`src/hw/gpib_serial_poll_responder_cfg.svh`:
```
`ifndef GPIB_SERIAL_POLL_RESPONDER_CFG_SVH
`define GPIB_SERIAL_POLL_RESPONDER_CFG_SVH

// ----------------------------------------
// Register addresses
// ----------------------------------------
`define ADDR_INT_STATUS   3'h0
`define ADDR_CMD_STATUS   3'h1
`define ADDR_ADDR_STATUS  3'h2
`define ADDR_SERIAL_POLL  3'h5
`define ADDR_DATA_OUT     3'h7

// ----------------------------------------
// Field positions
// ----------------------------------------
`define RSV_BIT           6
`define CMD_BIT           2
`define SPAS_BIT          2
`define RLC_BIT           1
`define REM_BIT           0
`define ORPHAN_BIT        4
`define MASTER_MASK_BIT   7
`define EXT_ADDR_BIT      0
`define TPAS_BIT          1
`define LPAS_BIT          0
`define EXT_READ_BIT      2

// ----------------------------------------
// Reset values
// ----------------------------------------
`define BYTE_ZERO         8'h00

`endif

```
`src/hw/gpib_serial_poll_responder_pkg.sv`:
```
package gpib_serial_poll_responder_pkg;

  typedef enum logic [1:0] {
    T_IDLE,
    T_PRIMARY,
    T_ADDRESSED
  } talker_state_type;

  typedef enum logic [1:0] {
    L_IDLE,
    L_PRIMARY,
    L_ADDRESSED
  } listener_state_type;

  typedef enum logic [1:0] {
    SH_IDLE,
    SH_WAIT_RFD,
    SH_DAV_LOW,
    SH_DONE
  } source_state_type;

endpackage

```
`src/hw/gpib_serial_poll_responder.sv`:
```
`timescale 1ns/1ps
`include "gpib_serial_poll_responder_cfg.svh"

module gpib_serial_poll_responder (
  input  wire logic       i_clk,
  input  wire logic       i_arst_n,
  input  wire logic [2:0] i_addr,
  input  wire logic [7:0] i_wdata,
  input  wire logic       i_wr,
  input  wire logic       i_rd,
  output logic      [7:0] o_rdata,
  output logic            o_irq,
  input  wire logic       i_atn,
  input  wire logic       i_spe,
  input  wire logic       i_spd,
  input  wire logic       i_my_ta,
  input  wire logic       i_my_la,
  input  wire logic       i_my_sa,
  input  wire logic       i_other_pa,
  input  wire logic       i_unt,
  input  wire logic       i_unl,
  input  wire logic       i_rem,
  input  wire logic       i_rfd_pin,
  input  wire logic       i_dac_pin,
  output logic      [7:0] o_dio,
  output logic            o_dio_oe,
  output logic            o_dav_out,
  output logic            o_dav_oe,
  output logic            o_srq_out,
  output logic            o_srq_oe
);

  // ----------------------------------------
  // State
  // ----------------------------------------
  gpib_serial_poll_responder_pkg::talker_state_type   talker;
  gpib_serial_poll_responder_pkg::listener_state_type listener;
  gpib_serial_poll_responder_pkg::source_state_type   source;

  logic [7:0] serial_poll;
  logic [7:0] data_out;
  logic       srq_pending;
  logic       srq_armed;
  logic       spas;
  logic       accepted;
  logic       nba;
  logic       ext_addr;
  logic       mask_cmd;
  logic       mask_master;
  logic       remote_local_change_flag;
  logic       rem_prev;
  logic [2:0] rfd_sync;
  logic [2:0] dac_sync;
  logic       rfd;
  logic       dac;

  logic       wr_spr;
  logic       wr_imr;
  logic       wr_ext;
  logic       wr_dout;
  logic       rd_isr;
  logic       rd_csr;
  logic       spas_entry;
  logic       tacs;
  logic       hold_rsv;
  logic       irq_cond;
  logic       rem_change;
  logic       send_active;

  function automatic logic hit(input logic strobe, input logic [2:0] addr, input logic [2:0] target);
    hit = strobe && (addr == target);
  endfunction

  assign wr_spr      = hit(i_wr, i_addr, `ADDR_SERIAL_POLL);
  assign wr_imr      = hit(i_wr, i_addr, `ADDR_INT_STATUS);
  assign wr_ext      = hit(i_wr, i_addr, `ADDR_ADDR_STATUS);
  assign wr_dout     = hit(i_wr, i_addr, `ADDR_DATA_OUT);
  assign rd_isr      = hit(i_rd, i_addr, `ADDR_INT_STATUS);
  assign rd_csr      = hit(i_rd, i_addr, `ADDR_CMD_STATUS);

  assign spas_entry  = i_spe && !spas && (talker == gpib_serial_poll_responder_pkg::T_ADDRESSED);
  assign tacs        = (talker == gpib_serial_poll_responder_pkg::T_ADDRESSED) && !i_atn && !spas;
  assign hold_rsv    = spas && !accepted;
  assign irq_cond    = spas && mask_cmd && mask_master;
  assign rem_change  = i_rem != rem_prev;
  assign send_active = spas || (tacs && nba);

  // ----------------------------------------
  // Handshake pin synchronisers
  // ----------------------------------------
  // A level is taken only once stages two and three agree
  always_ff @(posedge i_clk or negedge i_arst_n) begin
    if (!i_arst_n) begin
      rfd_sync <= 3'h0;
      dac_sync <= 3'h0;
      rfd      <= 1'b0;
      dac      <= 1'b0;
    end else begin
      rfd_sync <= {rfd_sync[1:0], i_rfd_pin};
      dac_sync <= {dac_sync[1:0], i_dac_pin};
      if (rfd_sync[1] == rfd_sync[2]) begin
        rfd <= rfd_sync[2];
      end
      if (dac_sync[1] == dac_sync[2]) begin
        dac <= dac_sync[2];
      end
    end
  end

  // ----------------------------------------
  // Addressing
  // ----------------------------------------
  always_ff @(posedge i_clk or negedge i_arst_n) begin
    if (!i_arst_n) begin
      talker <= gpib_serial_poll_responder_pkg::T_IDLE;
    end else if (i_unt) begin
      talker <= gpib_serial_poll_responder_pkg::T_IDLE;
    end else if (!ext_addr) begin
      if (i_my_ta) begin
        talker <= gpib_serial_poll_responder_pkg::T_ADDRESSED;
      end
    end else if (i_my_ta) begin
      talker <= gpib_serial_poll_responder_pkg::T_PRIMARY;
    end else if (talker == gpib_serial_poll_responder_pkg::T_PRIMARY) begin
      if (i_other_pa) begin
        talker <= gpib_serial_poll_responder_pkg::T_IDLE;
      end else if (i_my_sa) begin
        talker <= gpib_serial_poll_responder_pkg::T_ADDRESSED;
      end
    end
  end

  always_ff @(posedge i_clk or negedge i_arst_n) begin
    if (!i_arst_n) begin
      listener <= gpib_serial_poll_responder_pkg::L_IDLE;
    end else if (i_unl) begin
      listener <= gpib_serial_poll_responder_pkg::L_IDLE;
    end else if (!ext_addr) begin
      if (i_my_la) begin
        listener <= gpib_serial_poll_responder_pkg::L_ADDRESSED;
      end
    end else if (i_my_la) begin
      listener <= gpib_serial_poll_responder_pkg::L_PRIMARY;
    end else if (listener == gpib_serial_poll_responder_pkg::L_PRIMARY) begin
      if (i_other_pa) begin
        listener <= gpib_serial_poll_responder_pkg::L_IDLE;
      end else if (i_my_sa) begin
        listener <= gpib_serial_poll_responder_pkg::L_ADDRESSED;
      end
    end
  end

  // ----------------------------------------
  // Serial poll state
  // ----------------------------------------
  // Flag is the state itself, never a latched copy
  always_ff @(posedge i_clk or negedge i_arst_n) begin
    if (!i_arst_n) begin
      spas <= 1'b0;
    end else if (spas_entry) begin
      spas <= 1'b1;
    end else if (i_spd) begin
      spas <= 1'b0;
    end
  end

  always_ff @(posedge i_clk or negedge i_arst_n) begin
    if (!i_arst_n) begin
      accepted <= 1'b0;
    end else if (spas_entry) begin
      accepted <= 1'b0;
    end else if (spas && source == gpib_serial_poll_responder_pkg::SH_DAV_LOW && dac) begin
      accepted <= 1'b1;
    end
  end

  // ----------------------------------------
  // Service request
  // ----------------------------------------
  always_ff @(posedge i_clk or negedge i_arst_n) begin
    if (!i_arst_n) begin
      serial_poll <= `BYTE_ZERO;
    end else if (wr_spr) begin
      serial_poll <= i_wdata;
      if (hold_rsv && !i_wdata[`RSV_BIT]) begin
        serial_poll[`RSV_BIT] <= serial_poll[`RSV_BIT];
      end
    end
  end

  // Set by a fresh rsv write wins over the poll-entry clear
  always_ff @(posedge i_clk or negedge i_arst_n) begin
    if (!i_arst_n) begin
      srq_pending <= 1'b0;
    end else if (wr_spr && i_wdata[`RSV_BIT] && srq_armed) begin
      srq_pending <= 1'b1;
    end else if (spas_entry || (wr_spr && !i_wdata[`RSV_BIT] && !hold_rsv)) begin
      srq_pending <= 1'b0;
    end
  end

  // Poll consumes the request; only a low write re-arms it
  always_ff @(posedge i_clk or negedge i_arst_n) begin
    if (!i_arst_n) begin
      srq_armed <= 1'b1;
    end else if (wr_spr && !i_wdata[`RSV_BIT] && !hold_rsv) begin
      srq_armed <= 1'b1;
    end else if (spas_entry) begin
      srq_armed <= 1'b0;
    end
  end

  always_ff @(posedge i_clk or negedge i_arst_n) begin
    if (!i_arst_n) begin
      o_srq_out <= 1'b0;
      o_srq_oe  <= 1'b0;
    end else begin
      o_srq_out <= 1'b0;
      o_srq_oe  <= srq_pending && !spas && !spas_entry;
    end
  end

  // ----------------------------------------
  // Talker data byte
  // ----------------------------------------
  always_ff @(posedge i_clk or negedge i_arst_n) begin
    if (!i_arst_n) begin
      data_out <= `BYTE_ZERO;
    end else if (wr_dout) begin
      data_out <= i_wdata;
    end
  end

  // Survives an ATN takeover, so the byte is not lost in a poll
  always_ff @(posedge i_clk or negedge i_arst_n) begin
    if (!i_arst_n) begin
      nba <= 1'b0;
    end else if (wr_dout) begin
      nba <= 1'b1;
    end else if (tacs && source == gpib_serial_poll_responder_pkg::SH_DAV_LOW && dac) begin
      nba <= 1'b0;
    end
  end

  // ----------------------------------------
  // Source handshake
  // ----------------------------------------
  always_ff @(posedge i_clk or negedge i_arst_n) begin
    if (!i_arst_n) begin
      source    <= gpib_serial_poll_responder_pkg::SH_IDLE;
      o_dio     <= `BYTE_ZERO;
      o_dio_oe  <= 1'b0;
      o_dav_out <= 1'b0;
      o_dav_oe  <= 1'b0;
    end else if (!send_active) begin
      source   <= gpib_serial_poll_responder_pkg::SH_IDLE;
      o_dio_oe <= 1'b0;
      o_dav_oe <= 1'b0;
    end else begin
      o_dav_out <= 1'b0;
      unique case (source)
        gpib_serial_poll_responder_pkg::SH_IDLE: begin
          o_dio    <= spas ? serial_poll : data_out;
          o_dio[`RSV_BIT] <= spas ? srq_pending : data_out[`RSV_BIT];
          o_dio_oe <= 1'b1;
          source   <= gpib_serial_poll_responder_pkg::SH_WAIT_RFD;
        end
        gpib_serial_poll_responder_pkg::SH_WAIT_RFD: begin
          if (rfd && !dac) begin
            o_dav_oe <= 1'b1;
            source   <= gpib_serial_poll_responder_pkg::SH_DAV_LOW;
          end
        end
        gpib_serial_poll_responder_pkg::SH_DAV_LOW: begin
          if (dac) begin
            o_dav_oe <= 1'b0;
            if (spas && nba) begin
              source <= gpib_serial_poll_responder_pkg::SH_WAIT_RFD;
            end else if (spas) begin
              source <= gpib_serial_poll_responder_pkg::SH_DONE;
            end else begin
              source <= gpib_serial_poll_responder_pkg::SH_IDLE;
            end
          end
        end
        gpib_serial_poll_responder_pkg::SH_DONE: begin
          source <= gpib_serial_poll_responder_pkg::SH_DONE;
        end
      endcase
    end
  end

  // ----------------------------------------
  // Control registers
  // ----------------------------------------
  always_ff @(posedge i_clk or negedge i_arst_n) begin
    if (!i_arst_n) begin
      mask_cmd    <= 1'b0;
      mask_master <= 1'b0;
    end else if (wr_imr) begin
      mask_cmd    <= i_wdata[`CMD_BIT];
      mask_master <= i_wdata[`MASTER_MASK_BIT];
    end
  end

  always_ff @(posedge i_clk or negedge i_arst_n) begin
    if (!i_arst_n) begin
      ext_addr <= 1'b0;
    end else if (wr_ext) begin
      ext_addr <= i_wdata[`EXT_ADDR_BIT];
    end
  end

  // ----------------------------------------
  // Remote/local change
  // ----------------------------------------
  always_ff @(posedge i_clk or negedge i_arst_n) begin
    if (!i_arst_n) begin
      rem_prev <= 1'b0;
    end else begin
      rem_prev <= i_rem;
    end
  end

  // Change in the read cycle is kept, not cleared
  always_ff @(posedge i_clk or negedge i_arst_n) begin
    if (!i_arst_n) begin
      remote_local_change_flag <= 1'b0;
    end else if (rem_change) begin
      remote_local_change_flag <= 1'b1;
    end else if (rd_csr) begin
      remote_local_change_flag <= 1'b0;
    end
  end

  // ----------------------------------------
  // Interrupt request
  // ----------------------------------------
  always_ff @(posedge i_clk or negedge i_arst_n) begin
    if (!i_arst_n) begin
      o_irq <= 1'b0;
    end else if (irq_cond) begin
      o_irq <= 1'b1;
    end else if (rd_isr) begin
      o_irq <= 1'b0;
    end
  end

  // ----------------------------------------
  // Read data
  // ----------------------------------------
  always_ff @(posedge i_clk or negedge i_arst_n) begin
    if (!i_arst_n) begin
      o_rdata <= `BYTE_ZERO;
    end else begin
      o_rdata <= `BYTE_ZERO;
      if (i_rd) begin
        unique case (i_addr)
          `ADDR_INT_STATUS: begin
            o_rdata[`CMD_BIT]    <= spas;
            o_rdata[`ORPHAN_BIT] <= o_irq && !spas;
          end
          `ADDR_CMD_STATUS: begin
            o_rdata[`SPAS_BIT] <= spas;
            o_rdata[`RLC_BIT]  <= remote_local_change_flag;
            o_rdata[`REM_BIT]  <= i_rem;
          end
          `ADDR_ADDR_STATUS: begin
            o_rdata[`TPAS_BIT]     <= talker == gpib_serial_poll_responder_pkg::T_PRIMARY;
            o_rdata[`LPAS_BIT]     <= listener == gpib_serial_poll_responder_pkg::L_PRIMARY;
            o_rdata[`EXT_READ_BIT] <= ext_addr;
          end
          `ADDR_SERIAL_POLL: begin
            o_rdata              <= serial_poll;
            o_rdata[`RSV_BIT]    <= srq_pending;
          end
          default: begin
            o_rdata <= `BYTE_ZERO;
          end
        endcase
      end
    end
  end

endmodule

```
`config.mk`:
```
export PLATFORM = sky130hd
export DESIGN_NAME = gpib_serial_poll_responder
export DESIGN_NICKNAME = d
export VERILOG_FILES = /design/src/hw/gpib_serial_poll_responder_pkg.sv /design/src/hw/gpib_serial_poll_responder.sv
export VERILOG_INCLUDE_DIRS = /design/src /design/src/hw
export SDC_FILE = /design/constraint.sdc
export NUM_CORES = 1
export LEC_CHECK = 0
export BUFFER_PORTS_ARGS = -buffer_cell sky130_fd_sc_hd__buf_2
export CORE_MARGIN = 8
export CORE_UTILIZATION = 40
export CTS_BUF_LIST = sky130_fd_sc_hd__clkbuf_8
export DETAILED_ROUTE_END_ITERATION = 10
export SETUP_SLACK_MARGIN = 0.2
export SLEW_MARGIN = 20
export SYNTH_ARGS = -nofsm -noshare
export SYNTH_HDL_FRONTEND = slang
export SYNTH_SLANG_ARGS = --single-unit
```
`constraint.sdc`:
```
create_clock -name i_clk -period 1.4 [get_ports i_clk]
set_input_delay 0.14 -clock i_clk [delete_from_list [all_inputs] [get_ports i_clk]]
set_output_delay 0.14 -clock i_clk [all_outputs]
set_load 0.02 [all_outputs]
```
==> results of run 1 <==
==> stage by stage <==
stage / utilization (%) / hold WS (ns) / setup TNS (ns) / cells
after floorplan: - / -0.156 / 0 / 188
after CTS: 53.3 / 0.0272 / 0 / 338
final: 54.4 / 0.0548 / -0.0340 / 340
after global routing: 54.4 / 0.0287 / -0.464 / 340
after detailed placement: 48.0 / 0.169 / 0 / 313
after global placement: 48.0 / 0.178 / 0 / 313
==> placed cells by master (no fill, tap or decap), types with 2 or more instances in the layout <==
| cell type | count |
|---|---|
| sky130_fd_sc_hd__a211oi_1 | 3 |
| sky130_fd_sc_hd__a21oi_1 | 4 |
| sky130_fd_sc_hd__a32o_1 | 2 |
| sky130_fd_sc_hd__and2_1 | 6 |
| sky130_fd_sc_hd__and3_1 | 2 |
| sky130_fd_sc_hd__buf_12 | 3 |
| sky130_fd_sc_hd__buf_2 | 46 |
| sky130_fd_sc_hd__buf_4 | 9 |
| sky130_fd_sc_hd__clkbuf_8 | 10 |
| sky130_fd_sc_hd__clkinv_2 | 3 |
| sky130_fd_sc_hd__conb_1 | 2 |
| sky130_fd_sc_hd__dfrtp_1 | 57 |
| sky130_fd_sc_hd__dlygate4sd3_1 | 9 |
| sky130_fd_sc_hd__inv_1 | 5 |
| sky130_fd_sc_hd__maj3_1 | 2 |
| sky130_fd_sc_hd__mux2_2 | 26 |
| sky130_fd_sc_hd__mux2_4 | 8 |
| sky130_fd_sc_hd__mux2i_1 | 2 |
| sky130_fd_sc_hd__nand2_1 | 13 |
| sky130_fd_sc_hd__nand2b_1 | 2 |
| sky130_fd_sc_hd__nand3_1 | 2 |
| sky130_fd_sc_hd__nor2_1 | 8 |
| sky130_fd_sc_hd__nor2b_1 | 4 |
| sky130_fd_sc_hd__nor3b_1 | 2 |
| sky130_fd_sc_hd__o211ai_1 | 2 |
| sky130_fd_sc_hd__o21ai_0 | 7 |
| sky130_fd_sc_hd__o32ai_1 | 2 |
==> layout make-up <==
type,count,area [um2]
Inverter,5,18.8
Tap cell,75,93.8
Timing Repair Buffer,68,459
Clock inverter,6,56.3
Fill cell,527,2720
Multi-Input combinational cell,117,995
Clock buffer,10,138
Sequential cell,59,1480
==> path summary, 6_finish.rpt <==
kind	start	end	slack, ns	cells past startpoint
max	talker[1]$_DFFE_PN0P_	o_dio[5]$_DFFE_PN0P_	-0.01	4
min	i_wdata[3]	serial_poll[3]$_DFFE_PN0N_	0.05	2
max reg2reg	talker[1]$_DFFE_PN0P_	o_dio[5]$_DFFE_PN0P_	-0.01	4
min reg2reg	dac_sync[0]$_DFF_PN0_	dac_sync[1]$_DFF_PN0_	0.35	0
max in group asynchronous	i_arst_n	srq_armed$_DFFE_PN1P_	0.76	3
min in group asynchronous	i_arst_n	listener[0]$_DFFE_PN0P_	0.33	3
==> routing by layer <==
layer | vias up | wire (um) | part of all wire (%) | track usage (%)
met2 | 42 | 2460 | 45 | 19.4
met4 | 0 | 49 | 0.90 | 4.55
met5 | - | 0 | 0 | 0
met1 | 822 | 2550 | 47 | 16.8
met3 | 7 | 368 | 6.8 | 6.35
li1 | 814 | - | - | -
==> registers in the layout, indices dropped and copies added, names as in the netlist, 2 cells and up <==
| name | count |
|---|---|
| o_dio | 8 |
| serial_poll | 7 |
| data_out | 8 |
| dac_sync | 3 |
| o_rdata | 8 |
| source | 2 |
| talker | 2 |
| listener | 2 |
| rfd_sync | 3 |
==> where the power goes <==
part           switching, mW  internal [mW]  total [mW]
Combinational          0.592          0.641        1.23
Clock                  0.641          0.853        1.49
Sequential             0.207           2.03        2.24
Total                   1.44           3.53        4.97
==> what timing repair did <==
item	4_1_cts	5_1_grt
setup buffers	0	2
hold endpoints to repair	67	0
resized for setup	5	14
pin swaps	0	5
endpoints found under the setup margin	11	16
hold buffers	9	0
==> Yosys cell counts, drive strengths merged (2+ instances only) <==
cell | count | share of area (%)
dfrtp | 58 | 59
mux2i | 2 | 0.81
a21oi | 4 | 0.81
buf | 7 | 2.4
maj3 | 2 | 0.81
mux2 | 34 | 15
nor2b | 5 | 1.3
o32ai | 2 | 0.71
o211ai | 2 | 0.61
a32o | 2 | 0.81
nand2 | 13 | 2.0
and2 | 6 | 1.5
nand2b | 2 | 0.51
and3 | 2 | 0.51
nor3b | 3 | 0.91
nor2 | 8 | 1.2
nand3 | 2 | 0.41
o21ai | 8 | 2.1
a211oi | 3 | 0.91
inv | 5 | 0.76
==> kinds of logic (layout without fill, tap and decap cells) <==
family / Yosys count / in the layout
flip-flops: 59 / 59
AND/OR/NAND/NOR: 49 / 49
multiplexers: 36 / 36
AO/OA/AOI/OAI: 27 / 27
buffers and inverters: 12 / 89
adder cells (fa/ha/maj): 2 / 2
other: 1 / 2
XOR/XNOR: 1 / 1
==> worst max-delay path, delay by kind of cell (launching register included) <==
kind            cells  cell delay (ns)
compound gates      1             0.18
buf+inv             1             0.16
mux                 1             0.30
flops               1             0.39
simple gates        1             0.26
==> impl_metrics.ini, run 1 <==
[die]
width_of_the_chip_um = 94.6
design.portCount = 49
die_y_um = 94.6
floorplan.initialDensity_pct = 41.5
row_count = 28
die_area_um2 = 8950
coreArea_um2 = 5960

[global_routing]
maximum_number_of_pins_on_one_net_before_global_route_repair = 60
via_count_of_the_first_global_routing_pass = 1842
grt-ovfl-total = 0
antenna_found_initial = 0
grt.total_usage_pct = 13.3
grt_first_pass_wirelength_mm = 9.11

[run]
max-cap-violations = 0

[layout]
final_area_um2 = 3240
layout-drive-gt1-share_pct = 45.3
n_antenna_cell = 0
flow.area_growth_from_synthesis_pct = 31.1
final_nets = 287

[cts]
cts.root.buffer_cell = sky130_fd_sc_hd__clkbuf_8
ctsLongestPathBuffers = 2
clock_buffers_created_by_tritoncts = 9
cts_max_level = 3
clk-insertion-delay-late_ns = 0.33
cts_sinks = 59
clock_transition_at_path_regs_ns = 0.06
tritoncts_clock_tree = built

[yosys]
synth.mux.area_fraction_pct = 16.3
syn-cell-area_um2 = 2470
ys_ff_latch = 59
yosys.area_share.adder_pct = 0.810
main_combinational_cell_family_by_area_after_synthesis = multiplexers
simple_gate_area_share_of_the_yosys_netlist_pct = 11.6
synth_enable_flop_cells = 0
synth_xor_area_share_pct = 0.354
post_synth_num_cell_types = 40
syn_area_per_cell_um2 = 13.2
synthesized_netlist_cell_count = 187
synth_compound_gate_area_share_pct = 7.80
synth_ff_type = sky130_fd_sc_hd__dfrtp_1
yosysWarningCount = 0
synth-async-reset-ratio_pct = 100
fraction_of_the_yosys_area_taken_by_sequential_cells_pct = 59.8

[place]
finalWeightedCongestion = 0.753
place_worst_setup_slack_ns = 0.0318
post-dp-hpwl_mm = 3.69
dpl_cell_area_um2 = 2860
total_of_buffers_placed_on_input_and_output_ports = 46

[route]
drc = 0
route.antenna.remaining_nets = 0
detail_route.wirelength_mm = 5.43
drt_first_pass_iters = 4
dr_total_vias = 1685
avgRoutedWirePerCell_um = 16.0
detailedRoute.firstIterationViolations = 114
vias_per_cell = 4.96

[critical_path]
worstPathMaxFanout = 8
cp_data_required_time_ns = 1.61
max_stage_delay_ns = 0.39
cp-start-kind = flip-flop
timing.critical_path.slowest_stage_cell = sky130_fd_sc_hd__dfrtp_1
path_cells = and4bb_2, o21ai_4, buf_12, mux2_4
worstPathArrival_ns = 1.62
timing.setup.critical_path_class = flip-flop to flip-flop
timing.critical_path.to_type = flip-flop

[outcome]
status = finished, violations left
failed_checks = setup timing

[timing]
final_max_slew_viols = 0
unrepaired_setup_endpoints_after_global_routing = true
finalHoldViolations = 0
timing.final.setup_violations = 7
max_freq_ghz = 0.708
min_period_over_period_pct = 101
post-route-min-period_ns = 1.41
setup_slack_ns = -0.0130
fin_worst_skew_ns = 0.00423

[power_and_ir_drop]
max-vdd-ir-drop_v = 0.000760
totalPowerFinal_mw = 4.97
p_leak_nw = 1.53
p_per_area_nw_per_um2 = 1530

[hold_path]
worstHoldPathType = input pin to flip-flop
(Power assumes the default switching activity.)
==> run 2: changes to the inputs <==
--- a/config.mk
+++ b/config.mk
@@ -7,10 +7,14 @@
 export NUM_CORES = 1
 export LEC_CHECK = 0
 export BUFFER_PORTS_ARGS = -buffer_cell sky130_fd_sc_hd__buf_2
+export CELL_PAD_IN_SITES_DETAIL_PLACEMENT = 2
+export CELL_PAD_IN_SITES_GLOBAL_PLACEMENT = 2
+export CORE_ASPECT_RATIO = 0.8
 export CORE_MARGIN = 8
-export CORE_UTILIZATION = 40
+export CORE_UTILIZATION = 34
 export CTS_BUF_LIST = sky130_fd_sc_hd__clkbuf_8
 export DETAILED_ROUTE_END_ITERATION = 10
+export PLACE_DENSITY_LB_ADDON = 0.1
 export SETUP_SLACK_MARGIN = 0.2
 export SLEW_MARGIN = 20
 export SYNTH_ARGS = -nofsm -noshare
==> run 2 against run 1 <==
  * The run still ends with setup timing left
  * Clock power about the same
  * Global-route usage rose by 1.4 points
  * Worst hold slack got worse by 0.010 ns
  * Critical path type unchanged
  * Critical endpoint is now o_dio[2]$_DFFE_PN0P_
  * Largest cell class unchanged
  * Largest power group unchanged
==> impl_metrics.ini, run 2 (synthesis results as in run 1) <==
[power_and_ir_drop]
max-vdd-ir-drop_v = 0.000501
clock_power_share_pct = 29.5
power.share.combinational_pct = 25.6
switching_power_mw = 1.54
power.share.switching_pct = 30.5
p_leak_nw = 1.54
totalPowerFinal_mw = 5.06
seq_power_share_pct = 44.9
p_per_area_nw_per_um2 = 1550
cellInternalPower_mw = 3.52

[critical_path]
cp-start-kind = flip-flop
timing.critical_path.slowest_stage_cell = sky130_fd_sc_hd__dfrtp_1
critical_path.reg2reg.startpoint = talker[1]$_DFFE_PN0P_
regToRegEndpoint = o_dio[2]$_DFFE_PN0P_
path_cells = and4bb_2, o21ai_4, buf_12, mux2_4
timing.critical_path.to_type = flip-flop
max_stage_delay_ns = 0.41
timing.setup.critical_path_class = flip-flop to flip-flop
worstPathMaxFanout = 8
r2r.worst_path.cells = 4
cp_data_required_time_ns = 1.62
regToRegSetupSlack_ns = -0.006
worstPathArrival_ns = 1.63

[route]
vias_per_cell = 5.06
avgRoutedWirePerCell_um = 20.9
detailedRoute.firstIterationViolations = 53
route.antenna.remaining_nets = 0
detail_route.wirelength_mm = 7.31
dr_total_vias = 1771
drc = 0
drt_first_pass_iters = 4

[layout]
fill_cells = 708
reg.largest.list = data_out: 8 flops, o_dio: 8 flops, o_rdata: 8 flops
flow.area_growth_from_synthesis_pct = 32.5
final_nets = 287
postLayoutCoreUtil_pct = 47.0
finalNonFillerCells = 350
mostFrequentLayoutCells = sky130_fd_sc_hd__dfrtp_1 (56), sky130_fd_sc_hd__buf_2 (47), sky130_fd_sc_hd__mux2_2 (26)
layout-drive-gt1-share_pct = 48.7
final_area_um2 = 3270
n_antenna_cell = 0
final_common_cell = sky130_fd_sc_hd__dfrtp_1

[cts]
cts_max_level = 3
clock_buffers_created_by_tritoncts = 9
tritoncts_clock_tree = built
ctsLongestPathBuffers = 2
cts_sinks = 59
clock_transition_at_path_regs_ns = 0.06
cts.root.buffer_cell = sky130_fd_sc_hd__clkbuf_8
clk-insertion-delay-late_ns = 0.34

[timing]
finalHoldViolations = 0
min_period_over_period_pct = 100
setup_slack_ns = -0.00611
timing.final.setup_violations = 2
final_max_slew_viols = 0
final.setup.tns_ns = -0.0103
post-route-min-period_ns = 1.41
finalHoldWorstSlack_ns = 0.0447
max_freq_ghz = 0.711
fin_worst_skew_ns = 0.00717
unrepaired_setup_endpoints_after_global_routing = true

[place]
dp.cells = 323
post-dp-hpwl_mm = 4.64
total_of_buffers_placed_on_input_and_output_ports = 46
dpl_cell_area_um2 = 2840
finalWeightedCongestion = 0.706
place_worst_setup_slack_ns = -0.0145

[global_routing]
antenna_found_initial = 0
grt-ovfl-total = 0
maximum_number_of_pins_on_one_net_before_global_route_repair = 60
grt.total_usage_pct = 14.7
via_count_of_the_first_global_routing_pass = 2149
grt_first_pass_wirelength_mm = 11.8

[outcome]
status = finished, violations left
failed_checks = setup timing

[die]
design.portCount = 49
coreArea_um2 = 6960
floorplan.initialDensity_pct = 35.5
die_area_um2 = 10300
row_count = 27
die_y_um = 92.3
width_of_the_chip_um = 111

[hold_path]
worstHoldPathType = input pin to flip-flop
whs_path_depth = 2
hold-path-endpoint = data_out[5]$_DFFE_PN0P_
hold_path.startpoint = i_wdata[5]

[run]
max-cap-violations = 0
==> run 2: timing repair <==
action / in CTS / in global routing
setup endpoints to repair: 14 / 18
cloned: 1 / 0
resized for setup: 21 / 11
pin swaps: 4 / 5
hold buffers: 8 / 0
endpoints found under the hold margin: 67 / 0
setup buffers: 2 / 2
==> run 2: cell type report <==
| cell class | instances | area [um2] | area share, % |
|---|---|---|---|
| clock inverters | 4 | 43.8 | 1.34 |
| multi-input cells | 117 | 1030 | 31.6 |
| well taps | 87 | 109 | 3.33 |
| inverters | 5 | 18.8 | 0.573 |
| repair buffers | 68 | 449 | 13.7 |
| flip-flops and latches | 59 | 1480 | 45.2 |
| clock buffers | 10 | 138 | 4.20 |
==> run 2: how the worst max path moves through the flow <==
| stage | startpoint | slack (ns) | cells after the start | end |
|---|---|---|---|---|
| after floorplan | talker[1]$_DFFE_PN0P_ | 0.06 | 3 | o_dio[0]$_DFFE_PN0P_ |
| after global placement | talker[1]$_DFFE_PN0P_ | -0.002 | 3 | o_dio[5]$_DFFE_PN0P_ |
| after detailed placement | talker[1]$_DFFE_PN0P_ | -0.01 | 3 | o_dio[1]$_DFFE_PN0P_ |
| after CTS | nba$_DFFE_PN0P_ | 0.03 | 4 | o_dio[2]$_DFFE_PN0P_ |
| after global routing | talker[1]$_DFFE_PN0P_ | -0.01 | 4 | o_dio[2]$_DFFE_PN0P_ |
| final | talker[1]$_DFFE_PN0P_ | -0.006 | 4 | o_dio[2]$_DFFE_PN0P_ |
==> run 2: routing by layer <==
metal | global-route usage [%] | wire length (um) | vias up
met5 | 0 | 0 | -
met4 | 5.32 | 116 | 0
met3 | 4.69 | 317 | 12
met2 | 23.8 | 3580 | 37
met1 | 18.0 | 3300 | 916
li1 | - | - | 806
==> run 2: power groups by stage <==
stage | registers [mW] | clock network [mW] | logic [mW]
after floorplan | 2.41 | 0 | 0.516
after global placement | 2.26 | 0 | 1.05
after detailed placement | 2.28 | 0 | 1.10
after CTS | 2.27 | 1.53 | 1.27
after global routing | 2.32 | 1.61 | 1.39
final | 2.27 | 1.49 | 1.30
==> run 2: worst max-delay path, delay by kind of cell, from the launching register on <==
kind | cells | cell delay [ns]
mux | 1 | 0.30
compound gates | 1 | 0.15
buf+inv | 1 | 0.16
simple gates | 1 | 0.27
flops | 1 | 0.41
